### config.mk
export PLATFORM = sky130hd
export DESIGN_NAME = pdmcc_top
export DESIGN_NICKNAME = d
export VERILOG_FILES = /design/src/hdl/pdmcc_pkg.sv /design/src/hdl/pdmcc_top.sv
export SDC_FILE = /design/constraint.sdc
export NUM_CORES = 1
export LEC_CHECK = 0
export BUFFER_PORTS_ARGS = -buffer_cell sky130_fd_sc_hd__buf_2
export CAP_MARGIN = 20
export CORE_MARGIN = 5
export CORE_UTILIZATION = 45
export DETAILED_ROUTE_END_ITERATION = 12
export GPL_TIMING_DRIVEN = 0
export PLACE_DENSITY = 0.69
export SETUP_SLACK_MARGIN = 0.2
export SLEW_MARGIN = 10
export SYNTH_ARGS = -nofsm -noshare
export SYNTH_HDL_FRONTEND = slang
export SYNTH_SLANG_ARGS = --single-unit
### constraint.sdc
create_clock -name aclk -period 3.5 [get_ports aclk]
set_clock_uncertainty 0.2 [all_clocks]
set_input_delay 0.35 -clock aclk [delete_from_list [all_inputs] [get_ports aclk]]
set_output_delay 0.35 -clock aclk [all_outputs]
set_load 0.03 [all_outputs]
### src/hdl/pdmcc_pkg.sv
// package for the post-pll divider and master clock control block
// assumes one 25 MHz clock and an axi4-lite register slave
package pdmcc_pkg;
	// =====================================================
	// register word indices and address width (printed offsets not all word aligned)
	localparam logic [7:0]  IDX_FRAC_LO     = 8'h03;
	localparam logic [7:0]  IDX_FRAC_MID    = 8'h04;
	localparam logic [7:0]  IDX_FRAC_HI     = 8'h05;
	localparam logic [7:0]  IDX_INT_PRE     = 8'h06;
	localparam logic [7:0]  IDX_POST_DIV    = 8'h07;
	localparam logic [7:0]  IDX_CLK_SRC     = 8'h08;
	localparam logic [7:0]  IDX_AIF_RX      = 8'h1c;
	localparam logic [7:0]  IDX_MODE_CTRL   = 8'h30;
	localparam logic [7:0]  IDX_STATUS      = 8'h31;
	localparam int          ADDR_W          = 10;
	// =====================================================
	// field positions
	localparam int          POS_FRACTIONAL_ENABLE      = 2;
	localparam int          POS_MCLK_DIVIDE_SELECT     = 3;
	localparam int          POS_MS          = 6;
	localparam int          POS_MCLK_SOURCE_SELECT     = 7;
	localparam int          POS_PRESCALE    = 4;
	// =====================================================
	// reset values, response codes, divide limit
	localparam logic [7:0]  RST_FRAC_LO     = 8'h21;
	localparam logic [7:0]  RST_FRAC_MID    = 8'hfd;
	localparam logic [5:0]  RST_FRAC_HI     = 6'h36;
	localparam logic [3:0]  RST_INT         = 4'h7;
	localparam logic [7:0]  RST_POST_DIV    = 8'h16;
	localparam logic [7:0]  RST_CLK_SRC     = 8'h18;
	localparam logic [7:0]  RST_AIF_RX      = 8'h00;
	localparam logic [1:0]  RESP_OKAY       = 2'b00;
	localparam logic [1:0]  RESP_SLVERR     = 2'b10;
	localparam logic [5:0]  DIV_MAX         = 6'h30;
endpackage

### src/hdl/pdmcc_top.sv
// pll divider and master clock control: registers, ratio word, post dividers
// assumes pll output and oscillator sampled as clock enables on aclk
//
// Chosen here: register access over AXI4-Lite.
`timescale 1ns/1ps
// Overview of operation
// - fractional_enable 0: ratio uses integer part only, fraction ignored.
// - fractional_enable 1 (reset): ratio is integer plus fraction.
// - master select bit 6: 0 pin input, 1 pin drives chosen clock.
// - source select bit 7: 0 master branch, 1 oscillator clock.
// - oscillator source gives half the oscillator frequency (toggles per enable); divider select ignored.
// - user mode clock out divide from mode and select table.
// - user mode master divide from bit 3 and mode table.
// - receive mode clock out is 512,256,128,64 fs.
// - receive mode master branch is 256 or 128 fs.
// - pin as input: transmitter reference follows the pin clock.
// - fraction is 22 bits over three registers; integer is 4 bits.
// - halving select feeds oscillator or oscillator divided by two.
// - receiver drives post divider mode while receive mode active.
module pdmcc_top
	import pdmcc_pkg::*;
(
	input  wire logic              aclk,
	input  wire logic              aresetn,
	input  wire logic [ADDR_W-1:0] s_axi_awaddr,
	input  wire logic              s_axi_awvalid,
	output logic                   s_axi_awready,
	input  wire logic [31:0]       s_axi_wdata,
	input  wire logic [3:0]        s_axi_wstrb,
	input  wire logic              s_axi_wvalid,
	output logic                   s_axi_wready,
	output logic [1:0]             s_axi_bresp,
	output logic                   s_axi_bvalid,
	input  wire logic              s_axi_bready,
	input  wire logic [ADDR_W-1:0] s_axi_araddr,
	input  wire logic              s_axi_arvalid,
	output logic                   s_axi_arready,
	output logic [31:0]            s_axi_rdata,
	output logic [1:0]             s_axi_rresp,
	output logic                   s_axi_rvalid,
	input  wire logic              s_axi_rready,
	input  wire logic              pll_clk_en,
	input  wire logic              osc_clk_en,
	input  wire logic              rx_active,
	input  wire logic [1:0]        rx_post_divider_mode,
	input  wire logic              mclk_pin_in,
	output logic                   mclk_pin_out,
	output logic                   mclk_pin_oe,
	output logic                   clock_out_branch,
	output logic                   master_clock_branch,
	output logic                   pll_osc_en,
	output logic [25:0]            pll_ratio,
	output logic                   tx_ref_clk
);
	// =====================================================
	// state
	typedef struct packed {
		logic              aw_got;
		logic [ADDR_W-1:0] aw_addr;
		logic              w_got;
		logic [31:0]       w_data;
		logic [3:0]        w_strb;
		logic              bvalid;
		logic [1:0]        bresp;
		logic              rvalid;
		logic [1:0]        rresp;
		logic [31:0]       rdata;
		logic [21:0]       frac;
		logic [3:0]        int_part;
		logic              halve;
		logic [7:0]        post_div;
		logic [7:0]        clk_src;
		logic [7:0]        aif_rx;
		logic              halve_tog;
		logic [5:0]        c1_cnt;
		logic [5:0]        c1_half;
		logic              c1_lvl;
		logic [5:0]        c2_cnt;
		logic [5:0]        c2_half;
		logic              c2_lvl;
		logic              osc_lvl;
		logic              mclk_out;
		logic              tx_ref;
	} pdmcc_state_t;

	pdmcc_state_t st_r;
	pdmcc_state_t st_nxt;

	logic [1:0] eff_mode;
	logic [1:0] clkout_sel;
	logic       mclk_sel;
	logic [5:0] c1_div;
	logic [5:0] c2_div;

	// =====================================================
	// divide tables; receive rates map onto the same table under receiver mode
	function automatic logic [5:0] c1_lookup(input logic [1:0] m, input logic [1:0] s);
		logic [5:0] base;
		base = (m == 2'b11) ? 6'h06 : (m == 2'b10) ? 6'h04 : 6'h02;
		if (m == 2'b00 && s == 2'b00) begin
			c1_lookup = 6'h02;
		end else if (m == 2'b00) begin
			c1_lookup = 6'(base << (s - 2'b01));
		end else begin
			c1_lookup = 6'(base << s);
		end
	endfunction

	function automatic logic [5:0] c2_lookup(input logic [1:0] m, input logic s);
		logic [5:0] base;
		base = (m == 2'b11) ? 6'h0c : (m == 2'b10) ? 6'h08 :
			(m == 2'b01) ? 6'h04 : 6'h02;
		c2_lookup = s ? 6'(base << 1) : base;
	endfunction

	always_comb begin
		eff_mode   = rx_active ? rx_post_divider_mode : st_r.post_div[1:0];
		clkout_sel = st_r.post_div[5:4];
		mclk_sel   = st_r.post_div[POS_MCLK_DIVIDE_SELECT];
		c1_div     = c1_lookup(eff_mode, clkout_sel);
		c2_div     = c2_lookup(eff_mode, mclk_sel);
	end

	// =====================================================
	// next state
	always_comb begin
		logic          wr_go;
		logic [7:0]    widx;
		logic [7:0]    ridx;
		logic [7:0]    wb;
		wr_go  = 1'b0;
		widx   = 8'h00;
		ridx   = 8'h00;
		wb     = 8'h00;
		st_nxt = st_r;
		if (s_axi_awvalid && !st_r.aw_got) begin
			st_nxt.aw_got  = 1'b1;
			st_nxt.aw_addr = s_axi_awaddr;
		end
		if (s_axi_wvalid && !st_r.w_got) begin
			st_nxt.w_got  = 1'b1;
			st_nxt.w_data = s_axi_wdata;
			st_nxt.w_strb = s_axi_wstrb;
		end
		if (st_r.bvalid && s_axi_bready) begin
			st_nxt.bvalid = 1'b0;
		end
		if (st_r.aw_got && st_r.w_got && !st_r.bvalid) begin
			wr_go         = 1'b1;
			widx          = 8'(st_r.aw_addr[ADDR_W-1:2]);
			wb            = st_r.w_data[7:0];
			st_nxt.aw_got = 1'b0;
			st_nxt.w_got  = 1'b0;
			st_nxt.bvalid = 1'b1;
			st_nxt.bresp  = RESP_OKAY;
		end
		if (wr_go && st_r.w_strb[0]) begin
			if (widx == IDX_FRAC_LO) begin
				st_nxt.frac[7:0] = wb;
			end else if (widx == IDX_FRAC_MID) begin
				st_nxt.frac[15:8] = wb;
			end else if (widx == IDX_FRAC_HI) begin
				st_nxt.frac[21:16] = wb[5:0];
			end else if (widx == IDX_INT_PRE) begin
				st_nxt.int_part = wb[3:0];
				st_nxt.halve    = wb[POS_PRESCALE];
			end else if (widx == IDX_POST_DIV) begin
				st_nxt.post_div = {2'b00, wb[5:0]};
			end else if (widx == IDX_CLK_SRC) begin
				st_nxt.clk_src = {wb[7], 2'b00, wb[4:3], 3'b000};
			end else if (widx == IDX_AIF_RX) begin
				st_nxt.aif_rx = wb;
			end else if (widx == IDX_MODE_CTRL || widx == IDX_STATUS) begin
				st_nxt.bresp = RESP_OKAY;
			end else begin
				st_nxt.bresp = RESP_SLVERR;
			end
		end else if (wr_go && !(widx == IDX_FRAC_LO || widx == IDX_FRAC_MID
			|| widx == IDX_FRAC_HI || widx == IDX_INT_PRE || widx == IDX_POST_DIV
			|| widx == IDX_CLK_SRC || widx == IDX_AIF_RX || widx == IDX_MODE_CTRL
			|| widx == IDX_STATUS)) begin
			st_nxt.bresp = RESP_SLVERR;
		end
		if (st_r.rvalid && s_axi_rready) begin
			st_nxt.rvalid = 1'b0;
		end
		if (s_axi_arvalid && !st_r.rvalid) begin
			ridx          = 8'(s_axi_araddr[ADDR_W-1:2]);
			st_nxt.rvalid = 1'b1;
			st_nxt.rresp  = RESP_OKAY;
			st_nxt.rdata  = 32'h0000_0000;
			if (ridx == IDX_FRAC_LO) begin
				st_nxt.rdata[7:0] = st_r.frac[7:0];
			end else if (ridx == IDX_FRAC_MID) begin
				st_nxt.rdata[7:0] = st_r.frac[15:8];
			end else if (ridx == IDX_FRAC_HI) begin
				st_nxt.rdata[5:0] = st_r.frac[21:16];
			end else if (ridx == IDX_INT_PRE) begin
				st_nxt.rdata[4:0] = {st_r.halve, st_r.int_part};
			end else if (ridx == IDX_POST_DIV) begin
				st_nxt.rdata[7:0] = {st_r.post_div[7:2], eff_mode};
			end else if (ridx == IDX_CLK_SRC) begin
				st_nxt.rdata[7:0] = st_r.clk_src;
			end else if (ridx == IDX_AIF_RX) begin
				st_nxt.rdata[7:0] = st_r.aif_rx;
			end else if (ridx == IDX_MODE_CTRL) begin
				st_nxt.rdata[1:0] = {rx_active, st_r.halve};
			end else if (ridx == IDX_STATUS) begin
				st_nxt.rdata[7:0] = {st_r.tx_ref, st_r.mclk_out, mclk_pin_oe,
					st_r.c2_lvl, st_r.c1_lvl, eff_mode, st_r.post_div[POS_FRACTIONAL_ENABLE]};
			end else begin
				st_nxt.rresp = RESP_SLVERR;
			end
		end
		// prescaler toggles on each oscillator enable
		if (osc_clk_en) begin
			st_nxt.halve_tog = ~st_r.halve_tog;
			st_nxt.osc_lvl   = ~st_r.osc_lvl;
		end
		// dividers: half period latched only at a full period end, no runts
		if (pll_clk_en) begin
			if (st_r.c1_cnt + 6'h01 >= st_r.c1_half) begin
				st_nxt.c1_cnt = 6'h00;
				st_nxt.c1_lvl = ~st_r.c1_lvl;
				if (st_r.c1_lvl) begin
					st_nxt.c1_half = 6'(c1_div >> 1);
				end
			end else begin
				st_nxt.c1_cnt = st_r.c1_cnt + 6'h01;
			end
			if (st_r.c2_cnt + 6'h01 >= st_r.c2_half) begin
				st_nxt.c2_cnt = 6'h00;
				st_nxt.c2_lvl = ~st_r.c2_lvl;
				if (st_r.c2_lvl) begin
					st_nxt.c2_half = 6'(c2_div >> 1);
				end
			end else begin
				st_nxt.c2_cnt = st_r.c2_cnt + 6'h01;
			end
		end
		// pin mux; oscillator source bypasses divider select
		st_nxt.mclk_out = st_r.clk_src[POS_MCLK_SOURCE_SELECT] ? st_r.osc_lvl : st_r.c2_lvl;
		st_nxt.tx_ref   = st_r.aif_rx[POS_MS] ? st_r.mclk_out : mclk_pin_in;
	end

	// =====================================================
	// registers
	always_ff @(posedge aclk) begin
		if (!aresetn) begin
			st_r           <= '0;
			st_r.frac      <= {RST_FRAC_HI, RST_FRAC_MID, RST_FRAC_LO};
			st_r.int_part  <= RST_INT;
			st_r.post_div  <= RST_POST_DIV;
			st_r.clk_src   <= RST_CLK_SRC;
			st_r.aif_rx    <= RST_AIF_RX;
			st_r.c1_half   <= 6'h02;
			st_r.c2_half   <= 6'h04;
		end else begin
			st_r <= st_nxt;
		end
	end

	// =====================================================
	// outputs
	assign s_axi_awready       = !st_r.aw_got;
	assign s_axi_wready        = !st_r.w_got;
	assign s_axi_bvalid        = st_r.bvalid;
	assign s_axi_bresp         = st_r.bresp;
	assign s_axi_arready       = !st_r.rvalid;
	assign s_axi_rvalid        = st_r.rvalid;
	assign s_axi_rresp         = st_r.rresp;
	assign s_axi_rdata         = st_r.rdata;
	assign clock_out_branch    = st_r.c1_lvl;
	assign master_clock_branch = st_r.c2_lvl;
	assign mclk_pin_oe         = st_r.aif_rx[POS_MS];
	assign mclk_pin_out        = st_r.mclk_out;
	assign tx_ref_clk          = st_r.tx_ref;
	assign pll_osc_en          = st_r.halve ? (osc_clk_en && st_r.halve_tog) : osc_clk_en;
	assign pll_ratio           = st_r.post_div[POS_FRACTIONAL_ENABLE] ?
		{st_r.int_part, st_r.frac} : {st_r.int_part, 22'h000000};
endmodule // pdmcc_top
==> report_table.html <==
<table>
<tr><th>Metric</th><th>Value</th></tr>
<tr><th colspan="2">Run status</th></tr>
<tr><td>Status</td><td>finished clean</td></tr>
<tr><th colspan="2">Floorplan</th></tr>
<tr><td>Die X</td><td>123 µm</td></tr>
<tr><td>Floorplan die height</td><td>123 µm</td></tr>
<tr><td>Starting density of the core</td><td>45.7%</td></tr>
<tr><td>IO Count</td><td>142</td></tr>
<tr><td>Cell row count</td><td>41</td></tr>
<tr><td>Total die area</td><td>15100 µm²</td></tr>
<tr><td>Standard cell core area</td><td>12500 µm²</td></tr>
<tr><th colspan="2">Detailed routing</th></tr>
<tr><td>Wire per inst</td><td>16.3 µm</td></tr>
<tr><td>DRC violation count after routing</td><td>0</td></tr>
<tr><td>Via count</td><td>4917</td></tr>
<tr><td>Total iterations of the first detailed-routing run</td><td>4</td></tr>
<tr><td>Number of vias per cell</td><td>5.16</td></tr>
<tr><td>Remaining antenna violation count after routing</td><td>0</td></tr>
<tr><td>Iteration-0 DRC Markers</td><td>337</td></tr>
<tr><td>Total Wirelength</td><td>15.6 mm</td></tr>
<tr><th colspan="2">STA</th></tr>
<tr><td>Final hold violation count</td><td>0</td></tr>
<tr><td>Headroom to the max-slew limit</td><td>26.5%</td></tr>
<tr><td>Max-slew violation count</td><td>0</td></tr>
<tr><td>Final hold slack</td><td>0.00838 ns</td></tr>
<tr><td>Worst-Margin Slew</td><td>1.09 ns</td></tr>
<tr><td>Period utilisation layout</td><td>77.3%</td></tr>
<tr><td>Minimum setup slack in the final design</td><td>0.796 ns</td></tr>
<tr><td>Final setup violating endpoints</td><td>0</td></tr>
<tr><td>Setup repair after global routing missed its margin</td><td>false</td></tr>
<tr><td>Summed negative setup slack over all endpoints</td><td>0 ns</td></tr>
<tr><td>Highest achievable clock rate</td><td>370 MHz</td></tr>
<tr><td>Min Clock Period, post-route</td><td>2.70 ns</td></tr>
<tr><th colspan="2">CTS</th></tr>
<tr><td>Clock tree from TritonCTS</td><td>built</td></tr>
<tr><td>Post-cts hold buffer count</td><td>0</td></tr>
<tr><td>Largest buffer count on any clock path</td><td>2</td></tr>
<tr><td>Clock root buffer</td><td>sky130_fd_sc_hd__clkbuf_16</td></tr>
<tr><td>CTS sink cnt</td><td>103</td></tr>
<tr><td>Number of buffers inserted by post-CTS setup repair</td><td>0</td></tr>
<tr><td>Clock latency on the worst-skew pair</td><td>0.36 ns</td></tr>
<tr><td>H-Tree Depth</td><td>3</td></tr>
<tr><td>Number of instances resized during post-cts repair</td><td>0</td></tr>
<tr><td>Clk pin slew, worst setup/hold paths</td><td>0.07 ns</td></tr>
<tr><td>Number of clock buffers inserted by TritonCTS</td><td>9</td></tr>
<tr><th colspan="2">Finish</th></tr>
<tr><td>Fraction of final layout cells sized beyond drive strength 1</td><td>20.9%</td></tr>
<tr><td>Number of inserted filler cells in the final layout</td><td>1249</td></tr>
<tr><td>Final instance area</td><td>6720 µm²</td></tr>
<tr><td>Area growth syn-to-layout</td><td>17.6%</td></tr>
<tr><td>Post-layout net count</td><td>856</td></tr>
<tr><td>N_diodes</td><td>0</td></tr>
<tr><th colspan="2">Yosys</th></tr>
<tr><td>Share of the synthesized area in the top cell type</td><td>36.1%</td></tr>
<tr><td>Number of synthesized register bits</td><td>103</td></tr>
<tr><td>Cells taking the most area after synthesis</td><td>sky130_fd_sc_hd__dfxtp_1, sky130_fd_sc_hd__mux2i_1, sky130_fd_sc_hd__nand2_1</td></tr>
<tr><td>Share of synthesized area occupied by flip-flops and latches</td><td>36.1%</td></tr>
<tr><td>Fraction of registers with async set/reset</td><td>0%</td></tr>
<tr><td>Average cell area after synthesis</td><td>8.68 µm²</td></tr>
<tr><td>Yosys Warn Count</td><td>0</td></tr>
<tr><td>Synthesized area</td><td>5710 µm²</td></tr>
<tr><td>Post-synth EDFFs</td><td>0</td></tr>
<tr><td>Top FF cell, synth</td><td>sky130_fd_sc_hd__dfxtp_1</td></tr>
<tr><td>Number of distinct library cells after synthesis</td><td>71</td></tr>
<tr><td>Area leader, netlist</td><td>sky130_fd_sc_hd__dfxtp_1</td></tr>
<tr><td>Synthesized netlist cell count</td><td>658</td></tr>
<tr><th colspan="2">GRT</th></tr>
<tr><td>Initial antenna violation count</td><td>0</td></tr>
<tr><td>Number of global-route vias before repair</td><td>4662</td></tr>
<tr><td>GR Util All Layers</td><td>21.3%</td></tr>
<tr><td>Maximum number of pins on one net before global-route repair</td><td>20</td></tr>
<tr><td>Wire length of the first global-routing pass</td><td>24.9 mm</td></tr>
<tr><td>Residual overflow from global routing</td><td>0</td></tr>
<tr><th colspan="2">Placement</th></tr>
<tr><td>GPL Wtd Cong</td><td>0.911</td></tr>
<tr><td>Pre-CTS setup slack</td><td>0.816 ns</td></tr>
<tr><td>Post-placement cell area</td><td>6430 µm²</td></tr>
<tr><td>HPWL after DPL</td><td>12.1 mm</td></tr>
<tr><td>Port Buffers</td><td>82</td></tr>
<tr><th colspan="2">Power</th></tr>
<tr><td>Power density relative to cell area</td><td>388 nW/µm²</td></tr>
<tr><td>Switching power as a share of total power</td><td>28.9%</td></tr>
<tr><td>Peak VDD IR</td><td>0.000374 V</td></tr>
<tr><td>Flop pwr share</td><td>47.5%</td></tr>
<tr><td>Switching power summed over all nets</td><td>0.755 mW</td></tr>
<tr><td>Static Leak</td><td>2.81 nW</td></tr>
<tr><td>Internal power</td><td>1.86 mW</td></tr>
<tr><td>Part of the power in the clock network</td><td>38.3%</td></tr>
<tr><td>Fraction of power consumed by combinational cells</td><td>14.2%</td></tr>
<tr><th colspan="2">Setup path</th></tr>
<tr><td>Largest driver fanout on the critical path</td><td>6</td></tr>
<tr><td>Element type at the critical path start</td><td>flip-flop</td></tr>
<tr><td>Worst EP required</td><td>3.54 ns</td></tr>
<tr><td>Worst setup path category</td><td>flip-flop to flip-flop</td></tr>
<tr><td>Element type at the critical path end</td><td>flip-flop</td></tr>
<tr><td>Worst endpoint data arrival time</td><td>2.75 ns</td></tr>
<tr><th colspan="2">Hold path</th></tr>
<tr><td>Hold Crit Class</td><td>primary input to flip-flop</td></tr>
<tr><th colspan="2">Job</th></tr>
<tr><td>Max capacitance violation total</td><td>0</td></tr>
</table>
[through the flow]
| stage | power (mW) | instances | util, % |
|---|---|---|---|
| global placement | 1.63 | 936 | 51.4 |
| floorplan | 1.53 | 682 | - |
| CTS | 2.63 | 952 | 53.7 |
| global route | 2.72 | 952 | 53.7 |
| detailed placement | 1.64 | 936 | 51.4 |
| finish | 2.61 | 952 | 53.7 |
[final cells by class]
| type | instances | area [µm²] | share of cell area [%] |
|---|---|---|---|
| plain buffers | 78 | 448 | 6.66 |
| clock buffers | 10 | 229 | 3.41 |
| clock inverters | 6 | 62.6 | 0.931 |
| inverters | 21 | 78.8 | 1.17 |
| multi-input cells | 480 | 3220 | 47.8 |
| flip-flops and latches | 103 | 2060 | 30.7 |
| well taps | 172 | 215 | 3.20 |
| repair buffers | 82 | 410 | 6.11 |
[cell usage after synthesis (3+ instances only)]
library cell,n
sky130_fd_sc_hd__mux2_2,6
sky130_fd_sc_hd__nand2_1,83
sky130_fd_sc_hd__nor3_1,5
sky130_fd_sc_hd__o211a_1,3
sky130_fd_sc_hd__o21a_1,3
sky130_fd_sc_hd__inv_1,21
sky130_fd_sc_hd__a21boi_0,14
sky130_fd_sc_hd__or4_1,4
sky130_fd_sc_hd__a21oi_1,21
sky130_fd_sc_hd__clkbuf_1,32
sky130_fd_sc_hd__nand2b_1,9
sky130_fd_sc_hd__a211oi_1,4
sky130_fd_sc_hd__nand3b_1,5
sky130_fd_sc_hd__o21ai_0,26
sky130_fd_sc_hd__buf_2,4
sky130_fd_sc_hd__a22o_1,7
sky130_fd_sc_hd__nor2_1,19
sky130_fd_sc_hd__nor2b_1,33
sky130_fd_sc_hd__dfxtp_1,103
sky130_fd_sc_hd__buf_4,40
sky130_fd_sc_hd__o211ai_1,9
sky130_fd_sc_hd__a221oi_1,4
sky130_fd_sc_hd__ha_1,12
sky130_fd_sc_hd__nand4_1,4
sky130_fd_sc_hd__xor2_1,6
sky130_fd_sc_hd__xnor2_1,4
sky130_fd_sc_hd__and3_1,3
sky130_fd_sc_hd__and2_1,38
sky130_fd_sc_hd__mux2i_1,57
sky130_fd_sc_hd__or3_1,5
sky130_fd_sc_hd__nand3_1,19
[routing by layer]
layer  share of wire (%)  track usage (%)  vias up  routed length, µm
li1                    -                -     2468                  -
met1                  45             29.0     2264               7070
met2                  47             34.1      171               7260
met3                 7.0             5.62       14               1080
met4                0.96             4.48        0                149
met5                   0                0        -                  0
[cells in the final DEF, fill, tap and decap left out, drive strengths merged, types with 9 or more instances in the layout]
cell type / Yosys / routed
a21boi: 14 / 14
a21oi: 21 / 21
and2: 39 / 39
buf: 46 / 128
clkbuf: 32 / 42
conb: 1 / 25
dfxtp: 103 / 103
ha: 12 / 12
inv: 21 / 24
mux2i: 57 / 57
nand2: 84 / 84
nand2b: 9 / 9
nand3: 19 / 19
nor2: 20 / 20
nor2b: 33 / 33
o211ai: 9 / 9
o21ai: 26 / 26
[critical path, cell delays in order, from the launching register on]
cell and delay (ns):
sky130_fd_sc_hd__dfxtp_1 0.44, sky130_fd_sc_hd__ha_1 0.22, sky130_fd_sc_hd__nand2_1 0.07, sky130_fd_sc_hd__xnor2_1 0.14, sky130_fd_sc_hd__ha_1 0.30, sky130_fd_sc_hd__a21boi_0 0.33, sky130_fd_sc_hd__a2111oi_4 0.11, sky130_fd_sc_hd__nor2_1 0.40
sky130_fd_sc_hd__mux2_2 0.38
[final timing paths]
kind	slack [ns]	from	end	cells past startpoint
max reg2reg	0.80	st_r[23]$_SDFFE_PN0P_	st_r[18]$_SDFFE_PN1P_	8
max	0.80	st_r[23]$_SDFFE_PN0P_	st_r[18]$_SDFFE_PN1P_	8
min	0.008	s_axi_awvalid	st_r[166]$_SDFFE_PP0P_	3
min reg2reg	0.25	s_axi_bresp[0]$_SDFF_PN0_	s_axi_bresp[0]$_SDFF_PN0_	2
[state kept, by name, summed over array words and instances, names as in the netlist, named ones only]
register / count
clkout_sel: 2
mclk_pin_out: 1
st_r: 82
s_axi_rresp: 1
s_axi_bresp: 1
mclk_sel: 1
tx_ref_clk: 1
master_clock_branch: 1
s_axi_rdata: 8
s_axi_bvalid: 1
s_axi_rvalid: 1
mclk_pin_oe: 1
clock_out_branch: 1
[kinds of logic (layout without fill, tap and decap cells)]
family / Yosys count / in the layout / share of synthesized area, %
simple gates: 252 / 252 / 24.7
flops: 103 / 103 / 36.1
buf+inv: 99 / 197 / 9.22
other cells: 1 / 25 / 0.0656
fa+ha+maj: 12 / 12 / 2.63
xor+xnor: 10 / 10 / 1.53
compound gates: 118 / 118 / 14.6
mux: 63 / 63 / 11.2
[power groups by stage]
stage	sequential, mW	clock [mW]	combinational [mW]
after global routing	1.24	1.06	0.411
after detailed placement	1.27	0	0.369
after global placement	1.26	0	0.362
final	1.24	1.00	0.371
after CTS	1.24	1.02	0.371
after floorplan	1.27	0	0.269
(Power assumes the default switching activity.)
